File: config.mk
export PLATFORM = sky130hd
export DESIGN_NAME = stepper_phase_sequencer
export DESIGN_NICKNAME = d
export VERILOG_FILES = /design/src/logic/stepper_phase_sequencer.v
export VERILOG_INCLUDE_DIRS = /design/src /design/src/logic
export SDC_FILE = /design/constraint.sdc
export NUM_CORES = 1
export LEC_CHECK = 0
export ABC_AREA = 1
export BUFFER_PORTS_ARGS = -buffer_cell sky130_fd_sc_hd__buf_2
export CAP_MARGIN = 40
export CORE_AREA = 4 4 41 43
export CTS_CLUSTER_DIAMETER = 100
export DETAILED_ROUTE_END_ITERATION = 6
export DIE_AREA = 0 0 45 47
export PLACE_DENSITY = 0.73
export SYNTH_ARGS = -nofsm -noshare
export SYNTH_HDL_FRONTEND = slang
export SYNTH_SLANG_ARGS = --single-unit
File: constraint.sdc
create_clock -name REF_CLK -period 1.68 [get_ports REF_CLK]
set_input_delay 0.252 -clock REF_CLK [delete_from_list [all_inputs] [get_ports REF_CLK]]
set_output_delay 0.252 -clock REF_CLK [all_outputs]
set_load 0.01 [all_outputs]
File: src/logic/stepper_seq_consts.vh
`ifndef STEPPER_SEQ_CONSTS_VH
`define STEPPER_SEQ_CONSTS_VH

// phase position counter, eight half-step positions
`define POS_W 3
`define POS_INIT 3'h0
// half positions moved by one step in each excitation mode
`define STEP_HALF 3'h1
`define STEP_FULL 3'h2
// phase output bit positions in the pattern word {a, a_n, b, b_n}
`define PH_A 3
`define PH_A_N 2
`define PH_B 1
`define PH_B_N 0
`define PH_OFF 4'h0
// fault level codes on the four-level fault output
`define LVL_NONE 2'h0
`define LVL_OPEN 2'h1
`define LVL_OVERCUR 2'h2
`define LVL_OVERHEAT 2'h3

`endif

File: src/logic/stepper_phase_sequencer.v
`include "stepper_seq_consts.vh"
`timescale 1ns/100ps
`default_nettype none

module stepper_phase_sequencer (
  // clock and reset
  input wire REF_CLK,
  input wire RESET,
  input wire CLK_EN,
  // host control
  input wire STEP_IN,
  input wire EXCITATION_SELECT,
  input wire EDGE_SELECT,
  input wire DIRECTION_SELECT,
  input wire SYSTEM_RESET_N,
  input wire OUTPUT_ENABLE,
  // protection detectors
  input wire OPEN_DETECT,
  input wire OVERCURRENT_DETECT,
  input wire OVERHEAT_DETECT,
  // winding drives
  output reg FIRST_WINDING_OUT,
  output reg FIRST_WINDING_INVERSE_OUT,
  output reg SECOND_WINDING_OUT,
  output reg SECOND_WINDING_INVERSE_OUT,
  // fault reporting
  output reg PROTECT_FLAG_N,
  output reg [1:0] PROTECT_LEVEL_OUT
);

  ////////////////////////////////////////////////////////////////////////////
  // pattern lookup: even positions are two-winding states

  function [3:0] pattern;
    input [`POS_W-1:0] pos;
    begin
      case (pos)
        3'h0: begin
          pattern = 4'h9; // a + b_n
        end
        3'h1: begin
          pattern = 4'h8; // a
        end
        3'h2: begin
          pattern = 4'hA; // a + b
        end
        3'h3: begin
          pattern = 4'h2; // b
        end
        3'h4: begin
          pattern = 4'h6; // a_n + b
        end
        3'h5: begin
          pattern = 4'h4; // a_n
        end
        3'h6: begin
          pattern = 4'h5; // a_n + b_n
        end
        default: begin
          pattern = 4'h1; // b_n
        end
      endcase
    end
  endfunction

  ////////////////////////////////////////////////////////////////////////////
  // half positions covered by one step

  function [`POS_W-1:0] step_size;
    input half_mode;
    input odd_pos;
    begin
      if (half_mode) begin
        step_size = `STEP_HALF;
      end else if (odd_pos) begin
        // odd spot left by half-step snaps to the next two-winding state
        step_size = `STEP_HALF;
      end else begin
        step_size = `STEP_FULL;
      end
    end
  endfunction

  ////////////////////////////////////////////////////////////////////////////
  // fault level priority: overheat, then overcurrent, then open terminal

  function [1:0] level_code;
    input heat;
    input over;
    input open_hit;
    begin
      if (heat) begin
        level_code = `LVL_OVERHEAT;
      end else if (over) begin
        level_code = `LVL_OVERCUR;
      end else if (open_hit) begin
        level_code = `LVL_OPEN;
      end else begin
        level_code = `LVL_NONE;
      end
    end
  endfunction

  ////////////////////////////////////////////////////////////////////////////
  // step edge detection

  reg step_d_r;
  reg [`POS_W-1:0] pos_r;
  reg [`POS_W-1:0] pos_nxt;
  reg [`POS_W-1:0] delta;
  reg [`POS_W-1:0] pos_fwd;
  reg [`POS_W-1:0] pos_rev;
  reg rise;
  reg fall;
  reg advance;
  reg hold;
  wire [3:0] pat;
  reg first_nxt;
  reg first_inv_nxt;
  reg second_nxt;
  reg second_inv_nxt;
  reg flag_nxt;
  reg [1:0] level_nxt;

  always @* begin
    rise = 1'b0;
    if (STEP_IN && !step_d_r) begin
      rise = 1'b1;
    end
  end

  always @* begin
    fall = 1'b0;
    if (!STEP_IN && step_d_r) begin
      fall = 1'b1;
    end
  end

  always @* begin
    advance = 1'b0;
    if (rise) begin
      advance = 1'b1;
    end else if (fall && !EDGE_SELECT) begin
      // both-edge mode doubles the step rate for a given pulse frequency
      advance = 1'b1;
    end
  end

  always @(posedge REF_CLK) begin
    if (RESET) begin
      step_d_r <= 1'b0;
    end else if (CLK_EN) begin
      // sampled in system reset too, so a held level is no edge later
      step_d_r <= STEP_IN;
    end
  end

  ////////////////////////////////////////////////////////////////////////////
  // position update

  always @* begin
    delta = step_size(EXCITATION_SELECT, pos_r[0]);
  end

  always @* begin
    pos_fwd = pos_r + delta;
  end

  always @* begin
    pos_rev = pos_r - delta;
  end

  always @* begin
    hold = 1'b0;
    if (!SYSTEM_RESET_N) begin
      hold = 1'b1;
    end
  end

  always @* begin
    pos_nxt = pos_r;
    if (hold) begin
      pos_nxt = `POS_INIT;
    end else if (advance) begin
      if (DIRECTION_SELECT) begin
        pos_nxt = pos_rev;
      end else begin
        pos_nxt = pos_fwd;
      end
    end
  end

  always @(posedge REF_CLK) begin
    if (RESET) begin
      pos_r <= `POS_INIT;
    end else if (CLK_EN) begin
      // disable does not stop stepping, so timing is kept
      pos_r <= pos_nxt;
    end
  end

  ////////////////////////////////////////////////////////////////////////////
  // winding drives, one register stage

  assign pat = pattern(pos_r);

  always @* begin
    first_nxt = 1'b0;
    first_inv_nxt = 1'b0;
    second_nxt = 1'b0;
    second_inv_nxt = 1'b0;
    if (OUTPUT_ENABLE) begin
      first_nxt = pat[`PH_A];
      first_inv_nxt = pat[`PH_A_N];
      second_nxt = pat[`PH_B];
      second_inv_nxt = pat[`PH_B_N];
    end else begin
      // position keeps moving; only the windings go dark
      first_nxt = 1'b0;
      first_inv_nxt = 1'b0;
      second_nxt = 1'b0;
      second_inv_nxt = 1'b0;
    end
  end

  always @(posedge REF_CLK) begin
    if (RESET) begin
      FIRST_WINDING_OUT <= 1'b0;
    end else if (CLK_EN) begin
      FIRST_WINDING_OUT <= first_nxt;
    end
  end

  always @(posedge REF_CLK) begin
    if (RESET) begin
      FIRST_WINDING_INVERSE_OUT <= 1'b0;
    end else if (CLK_EN) begin
      FIRST_WINDING_INVERSE_OUT <= first_inv_nxt;
    end
  end

  always @(posedge REF_CLK) begin
    if (RESET) begin
      SECOND_WINDING_OUT <= 1'b0;
    end else if (CLK_EN) begin
      SECOND_WINDING_OUT <= second_nxt;
    end
  end

  always @(posedge REF_CLK) begin
    if (RESET) begin
      SECOND_WINDING_INVERSE_OUT <= 1'b0;
    end else if (CLK_EN) begin
      SECOND_WINDING_INVERSE_OUT <= second_inv_nxt;
    end
  end

  ////////////////////////////////////////////////////////////////////////////
  // fault reporting

  always @* begin
    flag_nxt = 1'b1;
    if (OVERCURRENT_DETECT || OVERHEAT_DETECT) begin
      flag_nxt = 1'b0;
    end
  end

  always @* begin
    // open terminal shows on the level output only
    level_nxt = level_code(OVERHEAT_DETECT, OVERCURRENT_DETECT, OPEN_DETECT);
  end

  always @(posedge REF_CLK) begin
    if (RESET) begin
      PROTECT_FLAG_N <= 1'b1;
    end else if (CLK_EN) begin
      PROTECT_FLAG_N <= flag_nxt;
    end
  end

  always @(posedge REF_CLK) begin
    if (RESET) begin
      PROTECT_LEVEL_OUT <= `LVL_NONE;
    end else if (CLK_EN) begin
      PROTECT_LEVEL_OUT <= level_nxt;
    end
  end

endmodule

`default_nettype wire

Word-level counts from Yosys, hierarchy flattened
Index checks and enable logic that the tools add are counted. Widths: inputs -> output; s select.

Memory bits (writable): 0. Memories kept: 0. Input port bits: 12. Bits in read-only memories: 0. Output and inout port bits: 7. Register bits: 11. Latch bits: 0. Logic and storage cells: 44.

Reduce and logical (&&, ||, !) cells: 9. Magnitude comparators: 0. Multiplexer cells: 18. Bitwise gates (word level): 0. Multipliers: 0. Shift operators: 0. Eq/ne operators: 7. Div/mod/pow operators: 0. Add/sub/neg operators: 2.

Operators by type and width (number): $pmux 4 s7 (1); $mux 1 (10); $eq 3x3->1 const B (3); $mux 3 (3); $mux 2 (4); $eq 3x2->1 const B (2); $add 3x3->3 (1); $eq 3x1->1 const B (1); $logic_and 1x1->1 (3); $logic_not 1->1 (3); $logic_not 3->1 (1); $sub 3x3->3 (1); $ne 2x1->1 const B (1); $reduce_and 2->1 (1); $logic_or 1x1->1 (1).

Longest topological paths before layout
Gate-level depths: netlist of run 1.

Depth after elaboration: 8. Gate-level depth with buffers: 9. Mapped depth without buffers: 9.

Worst setup path before layout of run 1
OpenSTA, ideal clock, no wires.

Kind: reg-to-reg. Start point: register pos_r[0]. End point: register pos_r[2]. Path buffers: 0. Period minus slack after synthesis: 1266 ps. Stages on the path, launching flop included: 10. Library setup time: 110 ps. Setup slack: 414 ps. Data arrival time: 1156 ps. Data required time: 1570 ps. Cell sequence: dfxtp_1 nor2_1 nor2_1 fa_1 inv_1 nand2_1 nand3_1 nand2_1 inv_1 nor2_1.

Longest elaborated chain between the ends: 6. Elaborated cells between the ends (all ways): 7. Those cells by class: add/sub: 2; mux: 5.

Ends and longest elaborated chain: from (decl) (RTL line stepper_phase_sequencer.v:108) `` reg [`POS_W-1:0] pos_r; ``; from (signal assigned) (RTL line stepper_phase_sequencer.v:195) `` pos_r <= `POS_INIT; ``; from (signal assigned) (RTL line stepper_phase_sequencer.v:198) `pos_r <= pos_nxt;`; $mux 2 (RTL line stepper_phase_sequencer.v:75) `end else if (odd_pos) begin`; $mux 2 (RTL line stepper_phase_sequencer.v:73) `if (half_mode) begin`; $add 3x3->3 or $sub 3x3->3 (tied branches) (RTL line stepper_phase_sequencer.v:166, stepper_phase_sequencer.v:170); $mux 3 (*) (RTL line stepper_phase_sequencer.v:185) `if (DIRECTION_SELECT) begin`; $mux 3 (*) (RTL line stepper_phase_sequencer.v:184) `end else if (advance) begin`; $mux 3 (*) (RTL line stepper_phase_sequencer.v:182) `if (hold) begin`.

Every way passes the cells marked *; elsewhere a longest branch is shown, timed or not. The select of a mux whose other input is x is not followed. A chain may end at the register's enable or synchronous reset.

Worst setup path after layout of run 1
Ends and elaborated chain as after synthesis.

==> summary.txt, run 1 <==
Logic synthesis
  – Synth Area in Compound Gates: between 15 and 20%
  – Post-synthesis sequential area ratio: just under 40%
  – Mux cell area share after synthesis: 0%
  – Synth Instances: between 80 and 90
  – Synth Cell Area: about 560 sq um
  – Largest family of logic cells by synthesized area: simple AND/OR/NAND/NOR gates
  – Yosys Warn Count: 0
  – Post-Synth Adder-Cell Area: under 10%
  – Unique cell type count in the Yosys netlist: 18
  – Simple-Gate Fraction of Synth Area: 30.96%
  – #FFs+latches synth: 11
  – Fraction of synthesized cell area in xor and xnor cells: 0%
  – Syn Nets: 94
  – Post-Syn Area per Cell: 6.936 sq um

Placed design
  – Placer congestion estimate: 0.7985
  – Placed inst area: ~660 sq um
  – Place WS: 0.3005 ns
  – DP Cell Count: about 110
  – HPWL after DPL: approximately 970 microns
  – IO Port Bufs: 18

Setup path
  – Reg2Reg Setup Slack: roughly 0.31 ns
  – Required time of the critical path: approximately 1.9 ns
  – R2R cell count: 9
  – Reg2reg start: pos_r[0]
  – WP data arrival: between 1.5 and 2 ns
  – Worst Path Max Fanout: 4
  – Critical Path Source Type: flop
  – Reg2reg end: pos_r[2]
  – Crit Path Category: flop to flop
  – Critical Path Sink Type: flop

Clock tree
  – Clock transition at path regs: approximately 0.07 ns
  – CTS resizes: 0
  – Clk_lat worst skew: approximately 0.27 ns
  – CTS tree: yes
  – CTS buffer count: 3
  – Post-CTS Hold Fix Bufs: 0
  – Post-CTS setup buffer count: 0
  – CTS max path bufs: 2
  – Number of H-tree levels: 1
  – # clock sinks: 11
  – CTS Root Buffer Type: clkbuf_4

Global routing
  – First-pass GRT wire length: approximately 2 mm
  – Largest net degree at the start of global routing: 10
  – Overflow after GRT: 0
  – Initial antenna violation count: 0
  – Via count of the first global-routing pass: slightly below 500
  – GRT Overall Usage: about 14%

Floorplan
  – Core ar.: between 1000 and 1500 sq um
  – Cell row count: 13
  – Die area: roughly 2100 sq um
  – Die Ht: ~47 microns
  – Io pins: 19
  – Initial Utilization: 43.17%
  – Die Wd: between 40 and 50 microns

Layout
  – Most frequent cells in the layout: buf_2, nand2_1, nor2_1
  – Synth-to-layout area growth: 22.72%
  – Layout cells sized above 1: a little under a third
  – Ant. Diodes: 0
  – Commonest non-fill, non-tap cell in the layout: buf_2
  – Final Cell Area: 689.4 sq um
  – Nets: between 100 and 150
  – Final Non-Filler Cells: 117

Route
  – Vias per cell: slightly below 5
  – Avg WL per Cell: around 10 microns
  – Post-route ant nets: 0
  – Post-Route WL: roughly 1.2 mm
  – Initial DRC count: 5
  – DR vias: 570
  – Drt pass-1 iters: 4
  – DRC viols: 0

STA
  – F_max: between 700 and 800 MHz
  – Final setup violation count: 0
  – Tmin final: roughly 1.4 ns
  – Slew Limit Headroom: between 80 and 90%
  – Final Hold Violating Endpoints: 0
  – Post-Route Skew: 0.003338 ns
  – Ratio of final minimum period to clock period: 81.73%
  – Slew Viols, Final: 0
  – RSZ-0062 raised after global routing: no
  – Setup TNS: 0 ns
  – Setup ws final: roughly 0.3 ns
  – Worst-Margin Slew: between 0.15 and 0.2 ns

Pwr
  – Total chip power: around 590 uW
  – Power per cell area: about 860 nW/um^2
  – Leak Pwr: ~0.00035 uW
  – VDD IR max: roughly 470 uV

Min path
  – Type of the worst min-delay path: input pin to flop
  – Min-delay src: RESET
  – Worst Hold Depth: 2
  – Worst Hold End: FIRST_WINDING_INVERSE_OUT

Run status
  – Status: completed

Flow run
  – Max Cap Viol: 0
[worst max-delay path by stage]
| stage | start | to | cells past startpoint |
|---|---|---|---|
| floorplan | pos_r[0] | pos_r[2] | 9 |
| global placement | EXCITATION_SELECT | pos_r[2] | 10 |
| detailed placement | EXCITATION_SELECT | pos_r[2] | 10 |
| CTS | pos_r[0] | pos_r[2] | 8 |
| global route | pos_r[0] | pos_r[2] | 9 |
| finish | pos_r[0] | pos_r[2] | 9 |
[cells in the mapped netlist]
cell type / count / area, sq um
inv_1: 8 / 30.03
fa_1: 1 / 20.02
buf_4: 1 / 7.510
o2bb2ai_1: 1 / 8.760
a21oi_1: 10 / 50.05
nand2_1: 15 / 56.30
inv_2: 4 / 15.01
nand3_2: 1 / 10.01
nor2_2: 1 / 6.260
nand3_1: 5 / 25.02
o21bai_1: 1 / 7.510
nor2_1: 12 / 45.04
nand2_2: 4 / 25.02
o21ai_0: 1 / 5.000
o21ai_1: 3 / 15.01
nand4_1: 1 / 6.260
dfxtp_1: 11 / 220.2
a21oi_2: 1 / 8.760
[kinds of logic (layout without fill, tap and decap cells)]
family          count (synthesis)  in the layout
simple gates                   39             39
compound gates                 17             17
buf+inv                        13             34
flops                          11             11
fa+ha+maj                       1              1
[metrics by stage]
stage          utilization (%)  hold slack [ns]
3_5_place_dp             50.96           0.4466
5_1_grt                  52.98           0.2201
4_1_cts                  52.98           0.2218
6_report                 52.98           0.2179
3_3_place_gp             50.96           0.4432
2_1_floorplan                -           0.3211
[layout make-up]
class	count	area (sq um)
Fill cell	146	611.8
Inverter	12	45.04
Tap cell	15	18.77
Sequential cell	11	220.2
Clock buffer	4	26.28
Timing Repair Buffer	18	90.09
Multi-Input combinational cell	57	289.0
[flip-flops by register name (all words and copies together) (netlist names)]
| signal | flops |
|---|---|
| SECOND_WINDING_INVERSE_OUT | 1 |
| PROTECT_FLAG_N | 1 |
| FIRST_WINDING_INVERSE_OUT | 1 |
| FIRST_WINDING_OUT | 1 |
| pos_r | 3 |
| PROTECT_LEVEL_OUT | 2 |
| step_d_r | 1 |
| SECOND_WINDING_OUT | 1 |
[worst max-delay path, cell delays in order, from the launching register on]
cell and delay [ns]:
dfxtp_1 0.35, nor2_1 0.12, nor2_1 0.07, fa_1 0.43, inv_1 0.07, nand2_1 0.05
nand3_1 0.06, nand2_1 0.05, inv_1 0.05, nor2_1 0.03
[power by group]
part | internal (uW) | switching, uW | leakage, uW
sequential | 278 | 12.6 | 0.0000907
clock | 92.1 | 91.5 | 0.0000150
combinational | 46.6 | 68.7 | 0.000247
[metal layers]
metal  vias to the layer above  global-route usage [%]  wire [microns]
met5                         -                       0               0
met4                         0                   10.53              40
met3                         4                   3.065             104
met2                        19                   20.62             554
met1                       246                   16.44             515
li1                        301                       -               -
Power figures use the tool's default switching activity.
==> run 2: changes to the inputs <==
CORE_AREA = default   (was 4 4 41 43)
CORE_MARGIN = 4   (was default)
CORE_UTILIZATION = 42   (was default)
DIE_AREA = default   (was 0 0 45 47)
PLACE_DENSITY = 0.75   (was 0.73)
clock period = 1.22 ns   (was 1.68 ns; I/O delays follow)
==> run 2 against run 1 <==
Net effect: the flow now finishes with violations (setup timing); non-clock buffer count grew 5; hold slack lost 0.057 ns; wire length grew 4.1%; global-route usage grew 0.46 points; combinational power grew 67%; count of clock-buffer cells in the layout is the same; utilization grew 9.9 points; final area grew 8.2%; die area shrank 6.1%; sequential share of layout area shrank 2.2 points; critical path type unchanged.
==> summary.txt, run 2 (synthesis gave the netlist of run 1 again) <==
Layout
  – Ant. Diodes: 0 (unchanged)
  – Most frequent cells in the layout: buf_2, nand2_1, nor2_1
  – Top reg by flops: pos_r
  – Multi-input gate area: 307.8 sq um (+6.5%)
  – Synth-to-layout area growth: 32.74%
  – Biggest regs: pos_r (3), PROTECT_LEVEL_OUT (2)
  – Final Cell Area: 745.7 sq um (+8.2%)
  – FF+latch area: 221.5 sq um (+0.57%)
  – Nets: 121 (+4.3%)
  – Layout cells sized above 1: 41.12% (+9.7 points)
  – Final Non-Filler Cells: 121 (+3.4%)
  – Commonest non-fill, non-tap cell in the layout: buf_2
  – Fillers: 111 (-24%)
  – Max reg flops: 3 (unchanged)

Route
  – DRC viols: 0 (unchanged)
  – Avg WL per Cell: 10.45 microns (+0.67%)
  – Initial DRC count: 11 (+6)
  – DR vias: 576 (+1.1%)
  – Post-route ant nets: 0 (unchanged)
  – Vias per cell: 4.760 (-2.3%)
  – Post-Route WL: 1.265 mm (+4.1%)
  – Drt pass-1 iters: 4 (unchanged)

Clock tree
  – # clock sinks: 11 (unchanged)
  – Clock transition at path regs: 0.07 ns (about the same)
  – CTS max path bufs: 2 (unchanged)
  – Post-CTS Hold Fix Bufs: 0 (unchanged)
  – CTS buffer count: 3 (unchanged)
  – CTS Root Buffer Type: clkbuf_4
  – CTS tree: yes
  – Number of H-tree levels: 1 (unchanged)
  – Clk_lat worst skew: 0.26 ns (about the same)

STA
  – Worst-Margin Slew: 0.1681 ns (-0.01243 ns)
  – Setup ws final: -0.03429 ns (-0.3412 ns)
  – F_max: 797.3 MHz (+9.5%)
  – Final setup violation count: 2 (+2)
  – Tmin final: 1.254 ns (-0.1188 ns)
  – Slew Viols, Final: 0 (unchanged)
  – Post-Route Skew: 0.003947 ns (+0.0006090 ns)
  – Final Hold Violating Endpoints: 0 (unchanged)
  – RSZ-0062 raised after global routing: yes
  – Ratio of final minimum period to clock period: 102.8% (+21 points)
  – Slew Limit Headroom: 88.78% (+0.83 points)

Floorplan
  – Initial Utilization: 47.36% (+4.2 points)
  – Die Wd: 44.58 microns (-0.94%)
  – Core ar.: 1186 sq um (-8.8%)
  – Die area: 1987 sq um (-6.1%)
  – Die Ht: 44.58 microns (-5.2%)
  – Cell row count: 12 (-1)
  – Io pins: 19 (unchanged)

Placed design
  – Placer congestion estimate: 0.7642 (-4.3%)
  – HPWL after DPL: 1.033 mm (+6.9%)
  – IO Port Bufs: 18 (unchanged)
  – DP Cell Count: 117 (+3.5%)
  – Placed inst area: 701.9 sq um (+5.8%)

Global routing
  – Initial antenna violation count: 0 (unchanged)
  – Overflow after GRT: 0 (unchanged)
  – Via count of the first global-routing pass: 512 (+3.2%)
  – Largest net degree at the start of global routing: 10 (unchanged)
  – First-pass GRT wire length: 2.145 mm (+7.2%)
  – GRT Overall Usage: 13.98% (+0.46 points)

Flow run
  – Max Cap Viol: 0 (unchanged)

Pwr
  – Power per cell area: 1116 nW/um^2 (+30%)
  – Leak Pwr: 0.0003791 uW (+7.5%)
  – VDD IR max: 918.8 uV (+94%)
  – Total chip power: 832.0 uW (+41%)

Setup path
  – Worst Path Max Fanout: 3 (-1)
  – Critical Path Sink Type: flop
  – WP data arrival: 1.41 ns (-0.14 ns)
  – Required time of the critical path: 1.38 ns (-0.48 ns)
  – Reg2Reg Setup Slack: -0.03 ns (-0.34 ns)
  – Critical Path Source Type: flop
  – Crit Path Category: flop to flop

Run status
  – Failing checks: setup timing
  – Status: finished, violations left

Min path
  – Type of the worst min-delay path: input pin to flop
[run 2: cell types whose count changed in the layout (fill, tap and decap cells not counted), sizes merged]
cell	delta
buf	+5
[run 2: metrics by stage]
stage               hold WS [ns]  setup TNS (ns)  utilization, %  worst slack, ns
finish                    0.1612        -0.06772           62.87         -0.03429
global route              0.1612         -0.2119           62.87          -0.1178
detailed placement        0.4302         -0.1617           59.18         -0.08723
floorplan                 0.2521        -0.03649               -         -0.03649
CTS                       0.1608        -0.06639           62.03         -0.03501
global placement          0.4280        -0.07040           59.18         -0.03847
[run 2: path summary, 6_finish.rpt]
path | start | end | cells after the start
min reg2reg | FIRST_WINDING_OUT | FIRST_WINDING_OUT | 2
max | pos_r[0] | pos_r[1] | 5
min | RESET | SECOND_WINDING_OUT | 2
max reg2reg | pos_r[0] | pos_r[1] | 5
[run 2: power breakdown]
group          switching (uW)  internal, uW  total, uW
Clock                     116           126        242
Combinational             109          83.0        192
Sequential               14.5           383        398
Total                     240           592        832
[run 2: layer usage]
layer  vias up  routed length (microns)  part of all wire [%]  GRT usage, %
met4         0                        0                     0             0
met2        14                      593                    47         24.64
met3         0                       87                   6.9         2.439
met1       251                      584                    46         18.72
met5         -                        0                     0             0
li1        311                        -                     -             -
[run 2: final cells by class]
class                   count  share of cell area [%]
well taps                  14                   2.349
clock buffers               4                   3.523
inverters                  12                   6.040
multi-input cells          57                   41.28
repair buffers             23                   17.11
flip-flops and latches     11                   29.70
[run 2: repair_timing]
action | CTS | global route
endpoints found under the setup margin | 2 | 2
pin swaps | 4 | 0
hold endpoints to repair | 0 | 0
gates cloned | 0 | 0
resized for setup | 4 | 2
buffers inserted | 0 | 0
[run 2: critical path: stages (launching register included)]
cell     delay, ns
dfxtp_2       0.35
nor2_1        0.04
nor2_1        0.13
fa_2          0.45
a21oi_2       0.14
nor2_1        0.05
==> run 3: changes to the inputs <==
RECOVER_POWER = 50   (was default)
==> run 3 against run 2 <==
Net effect: the flow still finishes with violations (setup timing); utilization is 0.42 points lower; final cell count stayed put; largest cell class unchanged; final area down 0.67%; global-route usage stayed put.
==> summary.txt, run 3 (synthesis gave the netlist of run 1 again) <==
Run status
  – Status: finished, violations left
  – Failing checks: setup timing

Route
  – Post-route ant nets: 0 (unchanged)
  – Initial DRC count: 10 (-1)
  – DRC viols: 0 (unchanged)
  – Post-Route WL: 1.260 mm (-0.40%)
  – Vias per cell: 4.785 (+0.52%)
  – DR vias: 579 (+0.52%)
  – Avg WL per Cell: 10.41 microns (-0.40%)
  – Drt pass-1 iters: 4 (unchanged)

Setup path
  – Reg2Reg Setup Slack: -0.03 ns (about the same)
  – Critical Path Source Type: flop
  – Reg2reg start: pos_r[0]
  – WP data arrival: 1.41 ns (about the same)
  – R2R cell count: 5 (unchanged)
  – Worst Path Max Fanout: 3 (unchanged)
  – Reg2reg end: pos_r[1]
  – Crit Path Category: flop to flop
  – Critical Path Sink Type: flop
  – Required time of the critical path: 1.38 ns (about the same)

Layout
  – Top reg by flops: pos_r
  – Most frequent cells in the layout: nand2_1, buf_2, nor2_1
  – Fillers: 112 (+0.90%)
  – Final Non-Filler Cells: 121 (unchanged)
  – Max reg flops: 3 (unchanged)
  – Layout cells sized above 1: 36.45% (-4.7 points)
  – Biggest regs: pos_r (3), PROTECT_LEVEL_OUT (2)
  – Nets: 121 (unchanged)
  – Ant. Diodes: 0 (unchanged)
  – Synth-to-layout area growth: 31.85%

Clock tree
  – Post-CTS Hold Fix Bufs: 0 (unchanged)
  – Post-CTS setup buffer count: 0 (unchanged)
  – CTS Root Buffer Type: clkbuf_4
  – Number of H-tree levels: 1 (unchanged)
  – CTS tree: yes
  – # clock sinks: 11 (unchanged)
  – CTS buffer count: 3 (unchanged)
  – Clk_lat worst skew: 0.26 ns (about the same)
  – CTS max path bufs: 2 (unchanged)
  – Clock transition at path regs: 0.07 ns (about the same)

Placed design
  – Placer congestion estimate: 0.7642 (unchanged)
  – HPWL after DPL: 1.033 mm (unchanged)
  – DP Cell Count: 117 (unchanged)
  – Place WS: -0.08723 ns (unchanged)
  – IO Port Bufs: 18 (unchanged)

Min path
  – Worst Hold Depth: 2 (unchanged)
  – Min-delay src: RESET
  – Type of the worst min-delay path: input pin to flop
  – Worst Hold End: FIRST_WINDING_OUT

Floorplan
  – Die Wd: 44.58 microns (unchanged)
  – Die area: 1987 sq um (unchanged)
  – Cell row count: 12 (unchanged)
  – Core ar.: 1186 sq um (unchanged)
  – Die Ht: 44.58 microns (unchanged)
  – Io pins: 19 (unchanged)
  – Initial Utilization: 47.36% (unchanged)

STA
  – Final Hold Violating Endpoints: 0 (unchanged)
  – Post-Route Skew: 0.003434 ns (-0.0005133 ns)
  – Slew Viols, Final: 0 (unchanged)
  – Slew Limit Headroom: 88.72% (about the same)
  – RSZ-0062 raised after global routing: yes
  – Worst-Margin Slew: 0.1691 ns (+0.001072 ns)
  – Final setup violation count: 2 (unchanged)
  – Tmin final: 1.254 ns (+0.000001200 ns)
  – F_max: 797.3 MHz (about the same)
  – Setup ws final: -0.03429 ns (-0.000001200 ns)
  – Setup TNS: -0.06751 ns (+0.0002065 ns)
  – Ratio of final minimum period to clock period: 102.8% (about the same)

Global routing
  – GRT Overall Usage: 13.98% (unchanged)
  – Via count of the first global-routing pass: 512 (unchanged)
  – Overflow after GRT: 0 (unchanged)
  – Largest net degree at the start of global routing: 10 (unchanged)
  – Initial antenna violation count: 0 (unchanged)
  – First-pass GRT wire length: 2.145 mm (unchanged)

Pwr
  – Power per cell area: 1121 nW/um^2 (+0.50%)
  – VDD IR max: 918.1 uV (about the same)
  – Total chip power: 830.6 uW (-0.17%)
  – Leak Pwr: 0.0003653 uW (-3.6%)

Flow run
  – Max Cap Viol: 0 (unchanged)
## run 3: changes by cell type in the layout (fill, tap and decap cells not counted)
cell / change
inv_1: +1
clkbuf_1: +4
inv_2: -1
buf_2: -4
## run 3: metal layers
metal  routed length (microns)  global-route usage [%]  vias up
li1                          -                       -      313
met1                       582                   18.72      254
met2                       602                   24.64       12
met3                        75                   2.439        0
met4                         0                       0        0
met5                         0                       0        -
## run 3: report_power, final
group / total [uW] / internal, uW / switching (uW)
Combinational: 190 / 81.0 / 109
Sequential: 398 / 383 / 14.2
Clock: 243 / 126 / 117
## run 3: worst max path at each step
| stage | endpoint | from | cells past startpoint | slack, ns |
|---|---|---|---|---|
| final | pos_r[1] | pos_r[0] | 5 | -0.03 |
| after floorplan | pos_r[1] | pos_r[0] | 5 | -0.04 |
| after global placement | pos_r[2] | pos_r[0] | 9 | -0.04 |
| after global routing | pos_r[2] | pos_r[0] | 9 | -0.12 |
| after detailed placement | pos_r[1] | pos_r[0] | 5 | -0.09 |
| after CTS | pos_r[1] | pos_r[0] | 5 | -0.04 |
## run 3: layout make-up
cell class	count	area, sq um	share of cell area (%)
Tap cell	14	17.52	2.365
Clock buffer	4	26.28	3.547
Inverter	12	45.04	6.081
Timing Repair Buffer	23	122.6	16.55
Multi-Input combinational cell	57	307.8	41.55
Sequential cell	11	221.5	29.90
## run 3: what timing repair did
item                                    in CTS  in global routing
pin swaps                                    4                  0
gates resized for setup                      4                  2
endpoints found under the setup margin       2                  2
## run 3: stage by stage
stage	cell area (sq um)	hold WS, ns	utilization, %
floorplan	564.3	0.2521	-
global placement	701.9	0.4280	59.18
detailed placement	701.9	0.4302	59.18
CTS	735.7	0.1608	62.03
global route	740.7	0.1612	62.45
finish	740.7	0.1618	62.45
## run 3: worst max-delay path, stage by stage, from the launching register on
cell and delay, ns:
dfxtp_2 0.35, nor2_1 0.04, nor2_1 0.13, fa_2 0.45, a21oi_2 0.14, nor2_1 0.05
